$ cat config.mk
export PLATFORM = sky130hd
export DESIGN_NAME = device_config
export DESIGN_NICKNAME = d
export VERILOG_FILES = /design/src/verilog/cfg_pkg.sv /design/src/verilog/device_config.sv /design/src/verilog/pin_share.sv
export SDC_FILE = /design/constraint.sdc
export NUM_CORES = 1
export LEC_CHECK = 0
export BUFFER_PORTS_ARGS = -buffer_cell sky130_fd_sc_hd__buf_2
export CAP_MARGIN = 20
export CELL_PAD_IN_SITES_DETAIL_PLACEMENT = 1
export CELL_PAD_IN_SITES_GLOBAL_PLACEMENT = 1
export CORE_ASPECT_RATIO = 1.5
export CORE_MARGIN = 5
export CORE_UTILIZATION = 35
export CTS_CLUSTER_SIZE = 40
export DETAILED_ROUTE_END_ITERATION = 10
export GPL_TIMING_DRIVEN = 0
export PLACE_DENSITY_LB_ADDON = 0.08
export SLEW_MARGIN = 0
export SYNTH_ARGS = -nofsm -noshare
export SYNTH_HDL_FRONTEND = slang
export SYNTH_HIERARCHICAL = 1
export SYNTH_SLANG_ARGS = --single-unit
$ cat constraint.sdc
create_clock -name clk_sys_i -period 2.35 [get_ports clk_sys_i]
set_input_delay 0.705 -clock clk_sys_i [delete_from_list [all_inputs] [get_ports clk_sys_i]]
set_output_delay 0.705 -clock clk_sys_i [all_outputs]
set_load 0.01 [all_outputs]
$ cat src/verilog/cfg_pkg.sv
// Constants of the device configuration and shared-pin block.
package cfg_pkg;

  // ---------------------------------------------------------------
  // Register byte addresses
  // ---------------------------------------------------------------
  localparam logic [31:0] PIN_CAP0_ADDR   = 32'h40000000;
  localparam logic [31:0] PIN_CAP1_ADDR   = 32'h40000004;
  localparam logic [31:0] HOST_CFG_ADDR   = 32'h40000008;
  localparam logic [31:0] HADDR_TOP_ADDR  = 32'h4000000C;
  localparam logic [31:0] HADDR_UMID_ADDR = 32'h40000010;
  localparam logic [31:0] TMR_SRC_ADDR    = 32'h40000014;
  localparam logic [31:0] MUTE0_ADDR      = 32'h40000018;
  localparam logic [31:0] MUTE1_ADDR      = 32'h4000001C;
  localparam logic [31:0] MUTE2_ADDR      = 32'h40000020;
  localparam logic [31:0] BRIDGE_ADDR     = 32'h40000024;

  // ---------------------------------------------------------------
  // Field positions and widths
  // ---------------------------------------------------------------
  localparam int CAP_W        = 8;
  localparam int HOST_EN_BIT  = 0;
  localparam int HOST_NONMULTIPLEXED_HOST_MODE_BIT = 1;
  localparam int HOST_RESTR_BIT = 2;
  localparam int HOST_CFG_W   = 3;
  localparam int HADDR_W      = 8;
  localparam int TMR_SEL_W    = 3;
  localparam int TMR_SEL0_LSB = 0;
  localparam int TMR_SEL1_LSB = 4;
  localparam int DMA_EVT_N    = 6;
  localparam int MUTE_SEL_W   = 5;
  localparam int BRIDGE_BIT   = 0;

  // ---------------------------------------------------------------
  // Reset values and pin group sizes
  // ---------------------------------------------------------------
  localparam logic [HOST_CFG_W-1:0] HOST_CFG_RST = 3'h0;
  localparam logic [HADDR_W-1:0]    HADDR_RST    = 8'h00;
  localparam logic [7:0]            TMR_SRC_RST  = 8'h00;
  localparam logic [MUTE_SEL_W-1:0] MUTE_SEL_RST = 5'h00;
  localparam logic                  BRIDGE_RST   = 1'b0;
  localparam int PAIR_PINS   = 17;
  localparam int TRIPLE_PINS = 2;
  localparam int EM_PINS     = 16;

endpackage

$ cat src/verilog/device_config.sv
// Device configuration registers on APB and shared-pin routing.
//
// Chosen here: register access over APB.
`timescale 1ns/100ps

module device_config #(
  parameter int  PAIRS      = cfg_pkg::PAIR_PINS,
  parameter int  TRIPLES    = cfg_pkg::TRIPLE_PINS,
  parameter bit  HAS_AUDIO2 = 1'b1
) (
  input  wire logic              clk_sys_i,
  input  wire logic              resetn_i,
  input  wire logic              psel_i,
  input  wire logic              penable_i,
  input  wire logic              pwrite_i,
  input  wire logic [31:0]       paddr_i,
  input  wire logic [31:0]       pwdata_i,
  output logic                   pready_o,
  output logic [31:0]            prdata_o,
  output logic                   pslverr_o,
  input  wire logic [cfg_pkg::CAP_W-1:0] strap0_i,
  input  wire logic [cfg_pkg::CAP_W-1:0] strap1_i,
  output logic                   host_enable_o,
  output logic                   host_nonmultiplexed_host_mode_o,
  output logic                   host_addr_apply_o,
  output logic [15:0]            host_addr_upper_o,
  input  wire logic [cfg_pkg::DMA_EVT_N-1:0] audio_dma_evt_i,
  output logic [1:0]             timer_capture_o,
  output logic [2:0]             audio_mute_input_o,
  output logic                   bridge_reset_o,
  input  wire logic [2*PAIRS-1:0] pair_oe_i,
  input  wire logic [2*PAIRS-1:0] pair_out_i,
  input  wire logic [PAIRS-1:0]  pair_pad_in_i,
  output logic      [PAIRS-1:0]  pair_pad_oe_o,
  output logic      [PAIRS-1:0]  pair_pad_out_o,
  output logic      [PAIRS-1:0]  pair_in_o,
  input  wire logic [3*TRIPLES-1:0] tri_oe_i,
  input  wire logic [3*TRIPLES-1:0] tri_out_i,
  input  wire logic [TRIPLES-1:0] tri_pad_in_i,
  output logic      [TRIPLES-1:0] tri_pad_oe_o,
  output logic      [TRIPLES-1:0] tri_pad_out_o,
  output logic      [TRIPLES-1:0] tri_in_o,
  input  wire logic [cfg_pkg::EM_PINS-1:0] mem_oe_i,
  input  wire logic [cfg_pkg::EM_PINS-1:0] mem_out_i,
  input  wire logic [cfg_pkg::EM_PINS-1:0] mem_pad_in_i,
  output logic      [cfg_pkg::EM_PINS-1:0] mem_pad_oe_o,
  output logic      [cfg_pkg::EM_PINS-1:0] mem_pad_out_o,
  output logic      [cfg_pkg::EM_PINS-1:0] host_address_inputs_o
);
  import cfg_pkg::*;

  // ---------------------------------------------------------------
  // Helper functions
  // ---------------------------------------------------------------

  // Picks one DMA event; codes past the last event give zero.
  function automatic logic pick_evt(
    input logic [DMA_EVT_N-1:0] evt,
    input logic [TMR_SEL_W-1:0] sel
  );
    logic r;
    r = 1'b0;
    if (int'(sel) < DMA_EVT_N) begin
      r = evt[sel];
    end
    return r;
  endfunction

  // Picks one shared pin level; codes past the last pin give zero.
  function automatic logic pick_pin(
    input logic [PAIRS-1:0]      pins,
    input logic [MUTE_SEL_W-1:0] sel
  );
    logic r;
    r = 1'b0;
    if (int'(sel) < PAIRS) begin
      r = pins[sel];
    end
    return r;
  endfunction

  // ---------------------------------------------------------------
  // Register storage
  // ---------------------------------------------------------------
  logic [CAP_W-1:0]      pin_capture_0;
  logic [CAP_W-1:0]      pin_capture_1;
  logic                  cap_done;
  logic [2*CAP_W-1:0]    strap_s1;
  logic [2*CAP_W-1:0]    strap_s2;
  logic [2*CAP_W-1:0]    strap_s3;
  logic [HOST_CFG_W-1:0] host_port_config;
  logic [HADDR_W-1:0]    host_addr_top_byte;
  logic [HADDR_W-1:0]    host_addr_upper_mid_byte;
  logic [7:0]            timer_capture_source;
  logic [MUTE_SEL_W-1:0] audio0_mute_select;
  logic [MUTE_SEL_W-1:0] audio1_mute_select;
  logic [MUTE_SEL_W-1:0] audio2_mute_select;
  logic                  bus_bridge_reset;

  // ---------------------------------------------------------------
  // APB decode
  // ---------------------------------------------------------------
  logic        setup;
  logic        wr;
  logic        hit_cap0;
  logic        hit_cap1;
  logic        hit_host;
  logic        hit_top;
  logic        hit_umid;
  logic        hit_tmr;
  logic        hit_m0;
  logic        hit_m1;
  logic        hit_m2;
  logic        hit_brg;
  logic        hit_any;
  logic [31:0] rdata;

  // Address match per register and the phase strobes.
  assign setup    = psel_i & ~penable_i;
  assign wr       = psel_i & penable_i & pready_o & pwrite_i;
  assign hit_cap0 = paddr_i == PIN_CAP0_ADDR;
  assign hit_cap1 = paddr_i == PIN_CAP1_ADDR;
  assign hit_host = paddr_i == HOST_CFG_ADDR;
  assign hit_top  = paddr_i == HADDR_TOP_ADDR;
  assign hit_umid = paddr_i == HADDR_UMID_ADDR;
  assign hit_tmr  = paddr_i == TMR_SRC_ADDR;
  assign hit_m0   = paddr_i == MUTE0_ADDR;
  assign hit_m1   = paddr_i == MUTE1_ADDR;
  assign hit_m2   = paddr_i == MUTE2_ADDR;
  assign hit_brg  = paddr_i == BRIDGE_ADDR;
  assign hit_any  = hit_cap0 | hit_cap1 | hit_host | hit_top |
                    hit_umid | hit_tmr | hit_m0 | hit_m1 |
                    hit_m2 | hit_brg;

  // Read data; unused bits and the reserved mute register read zero.
  assign rdata =
    hit_cap0 ? {24'h000000, pin_capture_0} :
    hit_cap1 ? {24'h000000, pin_capture_1} :
    hit_host ? {29'h0, host_port_config} :
    hit_top  ? {24'h000000, host_addr_top_byte} :
    hit_umid ? {24'h000000, host_addr_upper_mid_byte} :
    hit_tmr  ? {24'h000000, timer_capture_source} :
    hit_m0   ? {27'h0, audio0_mute_select} :
    hit_m1   ? {27'h0, audio1_mute_select} :
    hit_m2   ? {27'h0, audio2_mute_select} :
    hit_brg  ? {31'h0, bus_bridge_reset} :
    32'h00000000;

  // Zero-wait answer: pready rises in the first access cycle.
  always_ff @(posedge clk_sys_i) begin
    if (!resetn_i) begin
      pready_o  <= 1'b0;
      prdata_o  <= 32'h00000000;
      pslverr_o <= 1'b0;
    end else begin
      pready_o  <= setup;
      prdata_o  <= setup & ~pwrite_i ? rdata : 32'h00000000;
      pslverr_o <= setup & ~hit_any;
    end
  end

  // ---------------------------------------------------------------
  // Strap capture at reset release
  // ---------------------------------------------------------------

  // Strap pins are asynchronous and pass three stages.
  always_ff @(posedge clk_sys_i) begin
    strap_s1 <= {strap1_i, strap0_i};
    strap_s2 <= strap_s1;
    strap_s3 <= strap_s2;
  end

  // Latches the settled strap levels once after each reset.
  always_ff @(posedge clk_sys_i) begin
    if (!resetn_i) begin
      cap_done      <= 1'b0;
      pin_capture_0 <= '0;
      pin_capture_1 <= '0;
    end else if (!cap_done && strap_s2 == strap_s3) begin
      cap_done      <= 1'b1;
      pin_capture_0 <= strap_s3[CAP_W-1:0];
      pin_capture_1 <= strap_s3[2*CAP_W-1:CAP_W];
    end
  end

  // ---------------------------------------------------------------
  // Writable registers
  // ---------------------------------------------------------------

  logic [7:0] tmr_wdata;

  // Keeps only the two select fields, so the spare bits read back zero.
  always_comb begin
    tmr_wdata = 8'h00;
    tmr_wdata[TMR_SEL0_LSB+:TMR_SEL_W] = pwdata_i[TMR_SEL0_LSB+:TMR_SEL_W];
    tmr_wdata[TMR_SEL1_LSB+:TMR_SEL_W] = pwdata_i[TMR_SEL1_LSB+:TMR_SEL_W];
  end

  // Software writes take effect at the access edge with pready high.
  always_ff @(posedge clk_sys_i) begin
    if (!resetn_i) begin
      host_port_config         <= HOST_CFG_RST;
      host_addr_top_byte       <= HADDR_RST;
      host_addr_upper_mid_byte <= HADDR_RST;
      timer_capture_source     <= TMR_SRC_RST;
      audio0_mute_select       <= MUTE_SEL_RST;
      audio1_mute_select       <= MUTE_SEL_RST;
      audio2_mute_select       <= MUTE_SEL_RST;
      bus_bridge_reset         <= BRIDGE_RST;
    end else if (wr) begin
      if (hit_host) begin
        host_port_config <= pwdata_i[HOST_CFG_W-1:0];
      end
      if (hit_top) begin
        host_addr_top_byte <= pwdata_i[HADDR_W-1:0];
      end
      if (hit_umid) begin
        host_addr_upper_mid_byte <= pwdata_i[HADDR_W-1:0];
      end
      if (hit_tmr) begin
        timer_capture_source <= tmr_wdata;
      end
      if (hit_m0) begin
        audio0_mute_select <= pwdata_i[MUTE_SEL_W-1:0];
      end
      if (hit_m1) begin
        audio1_mute_select <= pwdata_i[MUTE_SEL_W-1:0];
      end
      if (hit_m2 && HAS_AUDIO2) begin
        audio2_mute_select <= pwdata_i[MUTE_SEL_W-1:0];
      end
      if (hit_brg) begin
        bus_bridge_reset <= pwdata_i[BRIDGE_BIT];
      end
    end
  end

  // ---------------------------------------------------------------
  // Control outputs
  // ---------------------------------------------------------------
  logic [TMR_SEL_W-1:0] tmr_sel0;
  logic [TMR_SEL_W-1:0] tmr_sel1;
  logic                 addr_apply;

  // Field slices and the upper-address apply condition.
  assign tmr_sel0   = timer_capture_source[TMR_SEL0_LSB+:TMR_SEL_W];
  assign tmr_sel1   = timer_capture_source[TMR_SEL1_LSB+:TMR_SEL_W];
  assign addr_apply = host_port_config[HOST_NONMULTIPLEXED_HOST_MODE_BIT] |
                      host_port_config[HOST_RESTR_BIT];

  // Registered configuration copies and the picked DMA events and mute pin levels for the peripherals.
  always_ff @(posedge clk_sys_i) begin
    if (!resetn_i) begin
      host_enable_o      <= 1'b0;
      host_nonmultiplexed_host_mode_o        <= 1'b0;
      host_addr_apply_o  <= 1'b0;
      host_addr_upper_o  <= 16'h0000;
      timer_capture_o    <= 2'h0;
      audio_mute_input_o <= 3'h0;
      bridge_reset_o     <= 1'b0;
    end else begin
      host_enable_o <= host_port_config[HOST_EN_BIT];
      host_nonmultiplexed_host_mode_o   <= host_port_config[HOST_NONMULTIPLEXED_HOST_MODE_BIT];
      host_addr_apply_o <= addr_apply;
      host_addr_upper_o <= {host_addr_top_byte,
                            host_addr_upper_mid_byte};
      timer_capture_o[0] <= pick_evt(audio_dma_evt_i, tmr_sel0);
      timer_capture_o[1] <= pick_evt(audio_dma_evt_i, tmr_sel1);
      audio_mute_input_o[0] <= pick_pin(pair_in_o,
                                        audio0_mute_select);
      audio_mute_input_o[1] <= pick_pin(pair_in_o,
                                        audio1_mute_select);
      audio_mute_input_o[2] <= HAS_AUDIO2 &
        pick_pin(pair_in_o, audio2_mute_select);
      bridge_reset_o <= bus_bridge_reset;
    end
  end

  // ---------------------------------------------------------------
  // Shared pins
  // ---------------------------------------------------------------
  logic [EM_PINS-1:0] mem_oe_gated;

  // Memory data drive is blocked while non-muxed host mode is set.
  assign mem_oe_gated = host_port_config[HOST_NONMULTIPLEXED_HOST_MODE_BIT] ?
                        '0 : mem_oe_i;

  // Two-sharer pins: serial 0 over two-wire, audio 0 over the other
  // port; sharers pick function and direction themselves.
  pin_share #(
    .W (PAIRS),
    .N (2)
  ) u_pairs (
    .clk_sys_i (clk_sys_i),
    .resetn_i  (resetn_i),
    .per_oe_i  (pair_oe_i),
    .per_out_i (pair_out_i),
    .pad_in_i  (pair_pad_in_i),
    .pad_oe_o  (pair_pad_oe_o),
    .pad_out_o (pair_pad_out_o),
    .pin_in_o  (pair_in_o)
  );

  // Three-sharer pins: audio 0, then audio 1, then serial port 1.
  pin_share #(
    .W (TRIPLES),
    .N (3)
  ) u_triples (
    .clk_sys_i (clk_sys_i),
    .resetn_i  (resetn_i),
    .per_oe_i  (tri_oe_i),
    .per_out_i (tri_out_i),
    .pad_in_i  (tri_pad_in_i),
    .pad_oe_o  (tri_pad_oe_o),
    .pad_out_o (tri_pad_out_o),
    .pin_in_o  (tri_in_o)
  );

  // Upper memory data pins double as host address inputs.
  pin_share #(
    .W (EM_PINS),
    .N (1)
  ) u_mem (
    .clk_sys_i (clk_sys_i),
    .resetn_i  (resetn_i),
    .per_oe_i  (mem_oe_gated),
    .per_out_i (mem_out_i),
    .pad_in_i  (mem_pad_in_i),
    .pad_oe_o  (mem_pad_oe_o),
    .pad_out_o (mem_pad_out_o),
    .pin_in_o  (host_address_inputs_o)
  );
endmodule

$ cat src/verilog/pin_share.sv
// Shared pad group: enable merge, priority data and input broadcast.
`timescale 1ns/100ps
module pin_share #(
  parameter int W = 1,
  parameter int N = 2
) (
  input  wire logic         clk_sys_i,
  input  wire logic         resetn_i,
  input  wire logic [N*W-1:0] per_oe_i,
  input  wire logic [N*W-1:0] per_out_i,
  input  wire logic [W-1:0] pad_in_i,
  output logic      [W-1:0] pad_oe_o,
  output logic      [W-1:0] pad_out_o,
  output logic      [W-1:0] pin_in_o
);

  logic [W-1:0] next_oe;
  logic [W-1:0] next_out;
  logic [W-1:0] sync1;
  logic [W-1:0] sync2;
  logic [W-1:0] sync3;
  logic [W-1:0] next_in;

  // Sharer n of pin w sits at n*W+w; sharer 0 has top priority.
  always_comb begin
    next_oe  = '0;
    next_out = '0;
    for (int w = 0; w < W; w++) begin
      for (int n = N - 1; n >= 0; n--) begin
        if (per_oe_i[n*W+w]) begin
          next_oe[w]  = 1'b1;
          next_out[w] = per_out_i[n*W+w];
        end
      end
    end
  end

  // A pad bit changes once the last two sync stages agree.
  assign next_in = (sync2 & sync3) | (pin_in_o & (sync2 ^ sync3));

  // Three-stage synchroniser for the pad levels.
  always_ff @(posedge clk_sys_i) begin
    sync1 <= pad_in_i;
    sync2 <= sync1;
    sync3 <= sync2;
  end

  // Registered pad drive and broadcast input.
  always_ff @(posedge clk_sys_i) begin
    if (!resetn_i) begin
      pad_oe_o  <= '0;
      pad_out_o <= '0;
      pin_in_o  <= '0;
    end else begin
      pad_oe_o  <= next_oe;
      pad_out_o <= next_out;
      pin_in_o  <= next_in;
    end
  end
endmodule

# --- Yosys cells after proc, flatten, opt, wreduce, memory -nomap -nowiden ---
# Index checks and enable logic that the tools add are counted.
word_totals:
  regBits: 375
  latch_bits: 0
  ram_bits: 0
  rom_bits: 0
  input_bits: 238
  out_inout_bits: 164
  elab_cells: 265
  mem_count: 0
classes:
  add_sub_neg: 0
  multipliers: 0
  div: 0
  n_lt_le_gt_ge: 10
  n_eq_ne: 11
  shift: 0
  muxes: 117
  bitwise_logic: 33
  n_reduce_logical: 33
op_table:
  columns: ["op", "n"]
  rows:
  - ["== test 32 x 31 -> 1 bit, second input constant", 10]
  - ["two-way mux 1 bit", 102]
  - ["AND reduction 2 bit", 30]
  - ["two-way mux 8 bit", 5]
  - ["bitwise AND 17 bit", 2]
  - ["bitwise AND 16 bit", 2]
  - ["< comparator 5 x 6 -> 1 bit, second input constant", 3]
  - ["OR 17 bit", 1]
  - ["XOR 17 bit", 1]
  - ["== test 16 bit", 1]
  - ["two-way mux 16 bit", 1]
  - ["OR 16 bit", 1]
  - ["XOR 16 bit", 1]
  - ["binary-select mux 1 bit (select 5 bit)", 3]
  - ["< comparator 5 bit, second input constant", 3]
  - ["two-way mux 5 bit", 3]
  - ["OR reduction 11 bit", 1]
  - ["OR 1 bit", 10]
  - ["< comparator 3 x 4 -> 1 bit, second input constant", 2]
  - ["two-way mux 7 bit", 1]
  - ["bitwise AND 1 bit", 6]
  - ["binary-select mux 1 bit (select 3 bit)", 2]
  - ["< comparator 3 bit, second input constant", 2]
  - ["inverter 1 bit", 5]
  - ["5 further kinds", 6]

# --- Depth between registers and ports, before layout ---
logic_depth:
  word_depth: 12
  ltp_mapped: 8
  mapped_depth_nobuf: 6

# --- Modules after synthesis ---
# The synthesis kept the hierarchy.
by_module_without_submodules:
  columns: ["module", "n_inst", "cells_each", "area_per_inst_um2"]
  rows:
  - ["device_config", 1, 546, 5895.7]
  - ["pin_share (u_pairs)", 1, 229, 2932.8]
  - ["pin_share (u_mem)", 1, 181, 2553.7]
  - ["pin_share (u_triples)", 1, 31, 391.6]

# --- Worst setup path after synthesis ---
# OpenSTA, ideal clock, no wires.
synth_timing:
  path_type: "in2reg"
  start: "input paddr_i[1]"
  end: "register host_addr_upper_mid_byte[0]"
  setup_time_ns: 0.116
  arrival_ns: 2.239
  setup_slack_ns: -0.005
  cell_stages: 7
  n_path_buf: 1
  path_cell_list: "or2_2 > clkbuf_2 > nor3_1 > nand4bb_1 > nor3_4 > mux2i_1 > nor2b_1"
synth_between:
  elab_chain_len: 2
synth_lines:
  columns: ["item", "line_no", "rtl"]
  rows:
  - ["start: declaration", "device_config.sv:16", "input wire logic [31:0] paddr_i,"]
  - ["== test 32 x 31 -> 1 bit", "device_config.sv:125", "assign hit_umid = paddr_i == HADDR_UMID_ADDR;"]
  - ["AND reduction 2 bit (no line)", null, null]
  - ["end signal: assignment", "device_config.sv:218", "host_addr_upper_mid_byte <= pwdata_i[HADDR_W-1:0];"]
  - ["end: declaration", "device_config.sv:93", "logic [HADDR_W-1:0] host_addr_upper_mid_byte;"]
# No other way between the ends.
# A chain may end at the register's enable or synchronous reset.

# --- Worst setup path after layout ---
layout_timing:
  start: "input paddr_i[17]"
  end: "register prdata_o[2]"
layout_between:
  elab_chain_len: 10
  elab_cells_between_ends: 18
  classes_between: "eq/ne: 9; mux: 9"
layout_lines:
  columns: ["item", "line_no", "rtl"]
  rows:
  - ["== test 32 x 31 -> 1 bit", "device_config.sv:129", "assign hit_m2 = paddr_i == MUTE2_ADDR;"]
  - ["two-way mux 5 bit", "device_config.sv:145", "hit_m2 ? {27'h0, audio2_mute_select} :"]
  - ["two-way mux 5 bit", "device_config.sv:144", "hit_m1 ? {27'h0, audio1_mute_select} :"]
  - ["two-way mux 5 bit", "device_config.sv:143", "hit_m0 ? {27'h0, audio0_mute_select} :"]
  - ["two-way mux 7 bit", "device_config.sv:142", "hit_tmr ? {24'h000000, timer_capture_source} :"]
  - ["two-way mux 8 bit", "device_config.sv:141", "hit_umid ? {24'h000000, host_addr_upper_mid_byte} :"]
  - ["two-way mux 8 bit", "device_config.sv:140", "hit_top ? {24'h000000, host_addr_top_byte} :"]
  - ["two-way mux 8 bit", "device_config.sv:139", "hit_host ? {29'h0, host_port_config} :"]
  - ["two-way mux 8 bit", "device_config.sv:138", "hit_cap1 ? {24'h000000, pin_capture_1} :"]
  - ["two-way mux 8 bit (*)", "device_config.sv:137", "hit_cap0 ? {24'h000000, pin_capture_0} :"]
  - ["end signal: assignment", "device_config.sv:157", "prdata_o <= setup & ~pwrite_i ? rdata : 32'h00000000;"]
  - ["end: declaration", "device_config.sv:19", "output logic [31:0] prdata_o,"]
# Every way passes the cells marked *; elsewhere a longest branch is shown, timed or not.

==> flow_summary.yaml <==
status:
  outcome: "completed"
placed_design:
  finalWeightedCongestion: 0.904
  detailedPlacementHpwl_um: 26800
  placement.io_buffers: 351
  detailedPlace.worstSlack_ns: -0.792
setup_path:
  cp_data_arrival_time_ns: 2.68
  start_kind: "primary input"
  worstPathMaxFanout: 8
  worstSetupEndpointType: "flop"
  timing_worst_setup_path_type: "in -> reg"
  worst-endpoint-required_ns: 2.77
floorplanning:
  die-area_mm2: 0.0375
  ioPinCount: 402
  die_height_um: 235
  coreArea_mm2: 0.0333
  placementRows: 82
  initial_standard_cell_utilization_of_the_core_pct: 35.3
  die_width_um: 160
synthesis:
  synth.lib_cells_used.distinct: 59
  synth_common_cells: "sky130_fd_sc_hd__dfxtp_1, sky130_fd_sc_hd__nor2b_1, sky130_fd_sc_hd__mux2i_1, sky130_fd_sc_hd__a21oi_1, sky130_fd_sc_hd__nand2_1"
  synth_largest_type_area_fraction_pct: 59.7
  synth-seq-area-share_pct: 59.7
  yosys_most_used_dff: "sky130_fd_sc_hd__dfxtp_1"
  postSynthRegisterBits: 351
  synth.cell_area_mm2: 0.0118
  asyncSetResetFlopFracSynth_pct: 0
  edff_count_synth: 0
  yosys.area.top_type: "sky130_fd_sc_hd__dfxtp_1"
  syn_area_per_cell_um2: 11.9
  cell_count_after_synthesis: 987
  synth.top_cells.by_area: "sky130_fd_sc_hd__dfxtp_1, sky130_fd_sc_hd__nor2b_1, sky130_fd_sc_hd__mux2i_1"
  synth.most_common_cell: "sky130_fd_sc_hd__dfxtp_1"
  ys.warnings.count: 6
global_route:
  grtUsageTotal_pct: 17.6
  pin_count_of_the_biggest_net_entering_global_routing: 16
  first_global_vias: 9562
  grt_pass1_wl_um: 52900
  grt_antenna_before_repair: 0
  gr-total-overflow: 0
sta:
  setup_viol: 0
  final.min_clock_period_ns: 2.25
  post-route-worst-setup-slack_ns: 0.0956
  tightestPinTransition_ns: 0.603
  final_max_slew_viol_count: 0
  report.final.hold_viol_count: 0
  worst_clock_skew_ns: 0.0131
  max_clock_freq_mhz: 444
  min_period_over_period_pct: 95.9
  worst_relative_slew_slack_pct: 59.8
  setup_tns_ns: 0
  grt_setup_unrepaired: "false"
power_and_ir_drop:
  power_per_cell_area_mw_per_mm2: 828
  worst_ir_drop_vdd_v: 0.000489
  power_leakage_nw: 7.17
run:
  maxCapViolCount: 0
route:
  routed_via_density: 4.76
  drtAntennaViolNets: 0
  postRouteWirelength_um: 33800
  drt_first_pass_iters: 4
  detailedRoute.firstIterationViolations: 273
  route.detailed.drc: 0
  via_count: 8811
  wl_per_cell_um: 18.2
layout:
  finalNetCount: 1678
  final_layout_size_suffix_gt1_share_pct: 35.5
  final_core_util_pct: 46.3
  num_antenna_cells: 0
  area_growth_pct: 31.2
clock_network:
  clock_buffer_count_from_cts: 37
  worstSkewPairLatency_ns: 0.52
  cts_tree: "yes"
  cts_buffer_depth: 3
  ctsHtreeMaxLevel: 2
  cts_hold_buffers: 0
  root_buffer: "sky130_fd_sc_hd__clkbuf_16"
  clock_transition_time_at_the_flip_flop_clock_pins_of_the_worst_setup_and_hold_paths_ns: 0.06
  tritoncts_num_sinks: 351
hold_path:
  worst_hold_path_type: "in -> reg"
## cells in the final DEF (no fill, tap or decap), types with 24 or more instances in the layout
master,instances
sky130_fd_sc_hd__a21oi_1,46
sky130_fd_sc_hd__and2_1,35
sky130_fd_sc_hd__buf_2,359
sky130_fd_sc_hd__buf_4,29
sky130_fd_sc_hd__clkbuf_1,26
sky130_fd_sc_hd__clkbuf_16,39
sky130_fd_sc_hd__conb_1,24
sky130_fd_sc_hd__dfxtp_1,351
sky130_fd_sc_hd__ha_1,35
sky130_fd_sc_hd__mux2i_1,48
sky130_fd_sc_hd__nand2_1,46
sky130_fd_sc_hd__nand3_1,45
sky130_fd_sc_hd__nor2b_1,88
## metrics by stage
stage	cell area, um2	hold slack [ns]	total power [mW]	instances
finish	15400	0.274	12.8	1852
global route	15400	0.248	13.4	1852
CTS	15400	0.245	13.0	1850
detailed placement	14100	0.313	7.29	1781
global placement	14100	0.310	7.27	1781
floorplan	11900	0.310	6.83	1010
## area by class of cell
type                       count  area, um2
tap                          420        526
clock buffer                  49       1050
timing repair buffer         356       1810
clock inverter                17        135
buffer                        63        392
sequential                   351       7030
inverter                       9       33.8
multi-input combinational    587       4470
fill                        3743      17900
## layer usage
layer  track usage [%]  wire, um
met5                 0         0
met3              5.98      2870
met4              5.05       837
met1              18.1     12100
met2              33.6     18000
## flip-flops by register name, summed over array words and instances (netlist names), 17 cells and up
register           cells
u_pairs/pad_oe_o      17
u_pairs/sync2         17
u_pairs/pin_in_o      17
u_pairs/sync3         17
u_pairs/pad_out_o     17
u_pairs/sync1         17
## worst max-delay path: stages
cell and delay (ns):
sky130_fd_sc_hd__buf_2 0.11, sky130_fd_sc_hd__nor4_4 0.32, sky130_fd_sc_hd__nand4_4 0.26, sky130_fd_sc_hd__nor4_2 0.58, sky130_fd_sc_hd__a32oi_1 0.23, sky130_fd_sc_hd__o2111a_1 0.21
sky130_fd_sc_hd__a211oi_1 0.26
## timing repair
item,in CTS,in global routing
setup endpoints to repair,22,44
buffers inserted,3,2
resized for setup,3,8
pin swaps,1,3
## final timing paths
kind                                            start               endpoint  cells past startpoint  slack, ns
worst max register to register  audio2_mute_select[0]  audio_mute_input_o[2]                      5       0.21
worst min register to register       u_pairs/sync1[7]       u_pairs/sync2[7]                      0       0.33
worst max-delay path                      paddr_i[17]            prdata_o[2]                      7        0.1
worst min-delay path                pair_pad_in_i[13]      u_pairs/sync1[13]                      1       0.27
## power breakdown
| part | leakage, nW | switching [mW] | internal [mW] |
|---|---|---|---|
| combinational | 3.68 | 0.430 | 0.421 |
| sequential | 2.91 | 0.101 | 6.20 |
| clock | 0.581 | 2.35 | 3.29 |
| total | 7.17 | 2.88 | 9.91 |
## kinds of logic (layout without fill, tap and decap cells)
group / count (synthesis) / count (layout) / synth area share [%]
adder cells (fa/ha/maj): 35 / 35 / 3.72
buffers and inverters: 72 / 494 / 3.58
XOR/XNOR: 16 / 16 / 1.19
flip-flops: 351 / 351 / 59.7
AO/OA/AOI/OAI: 122 / 122 / 6.85
other: 1 / 24 / 0.0319
multiplexers: 70 / 70 / 7.81
AND/OR/NAND/NOR: 320 / 320 / 17.1
Power figures use the tool's default switching activity.
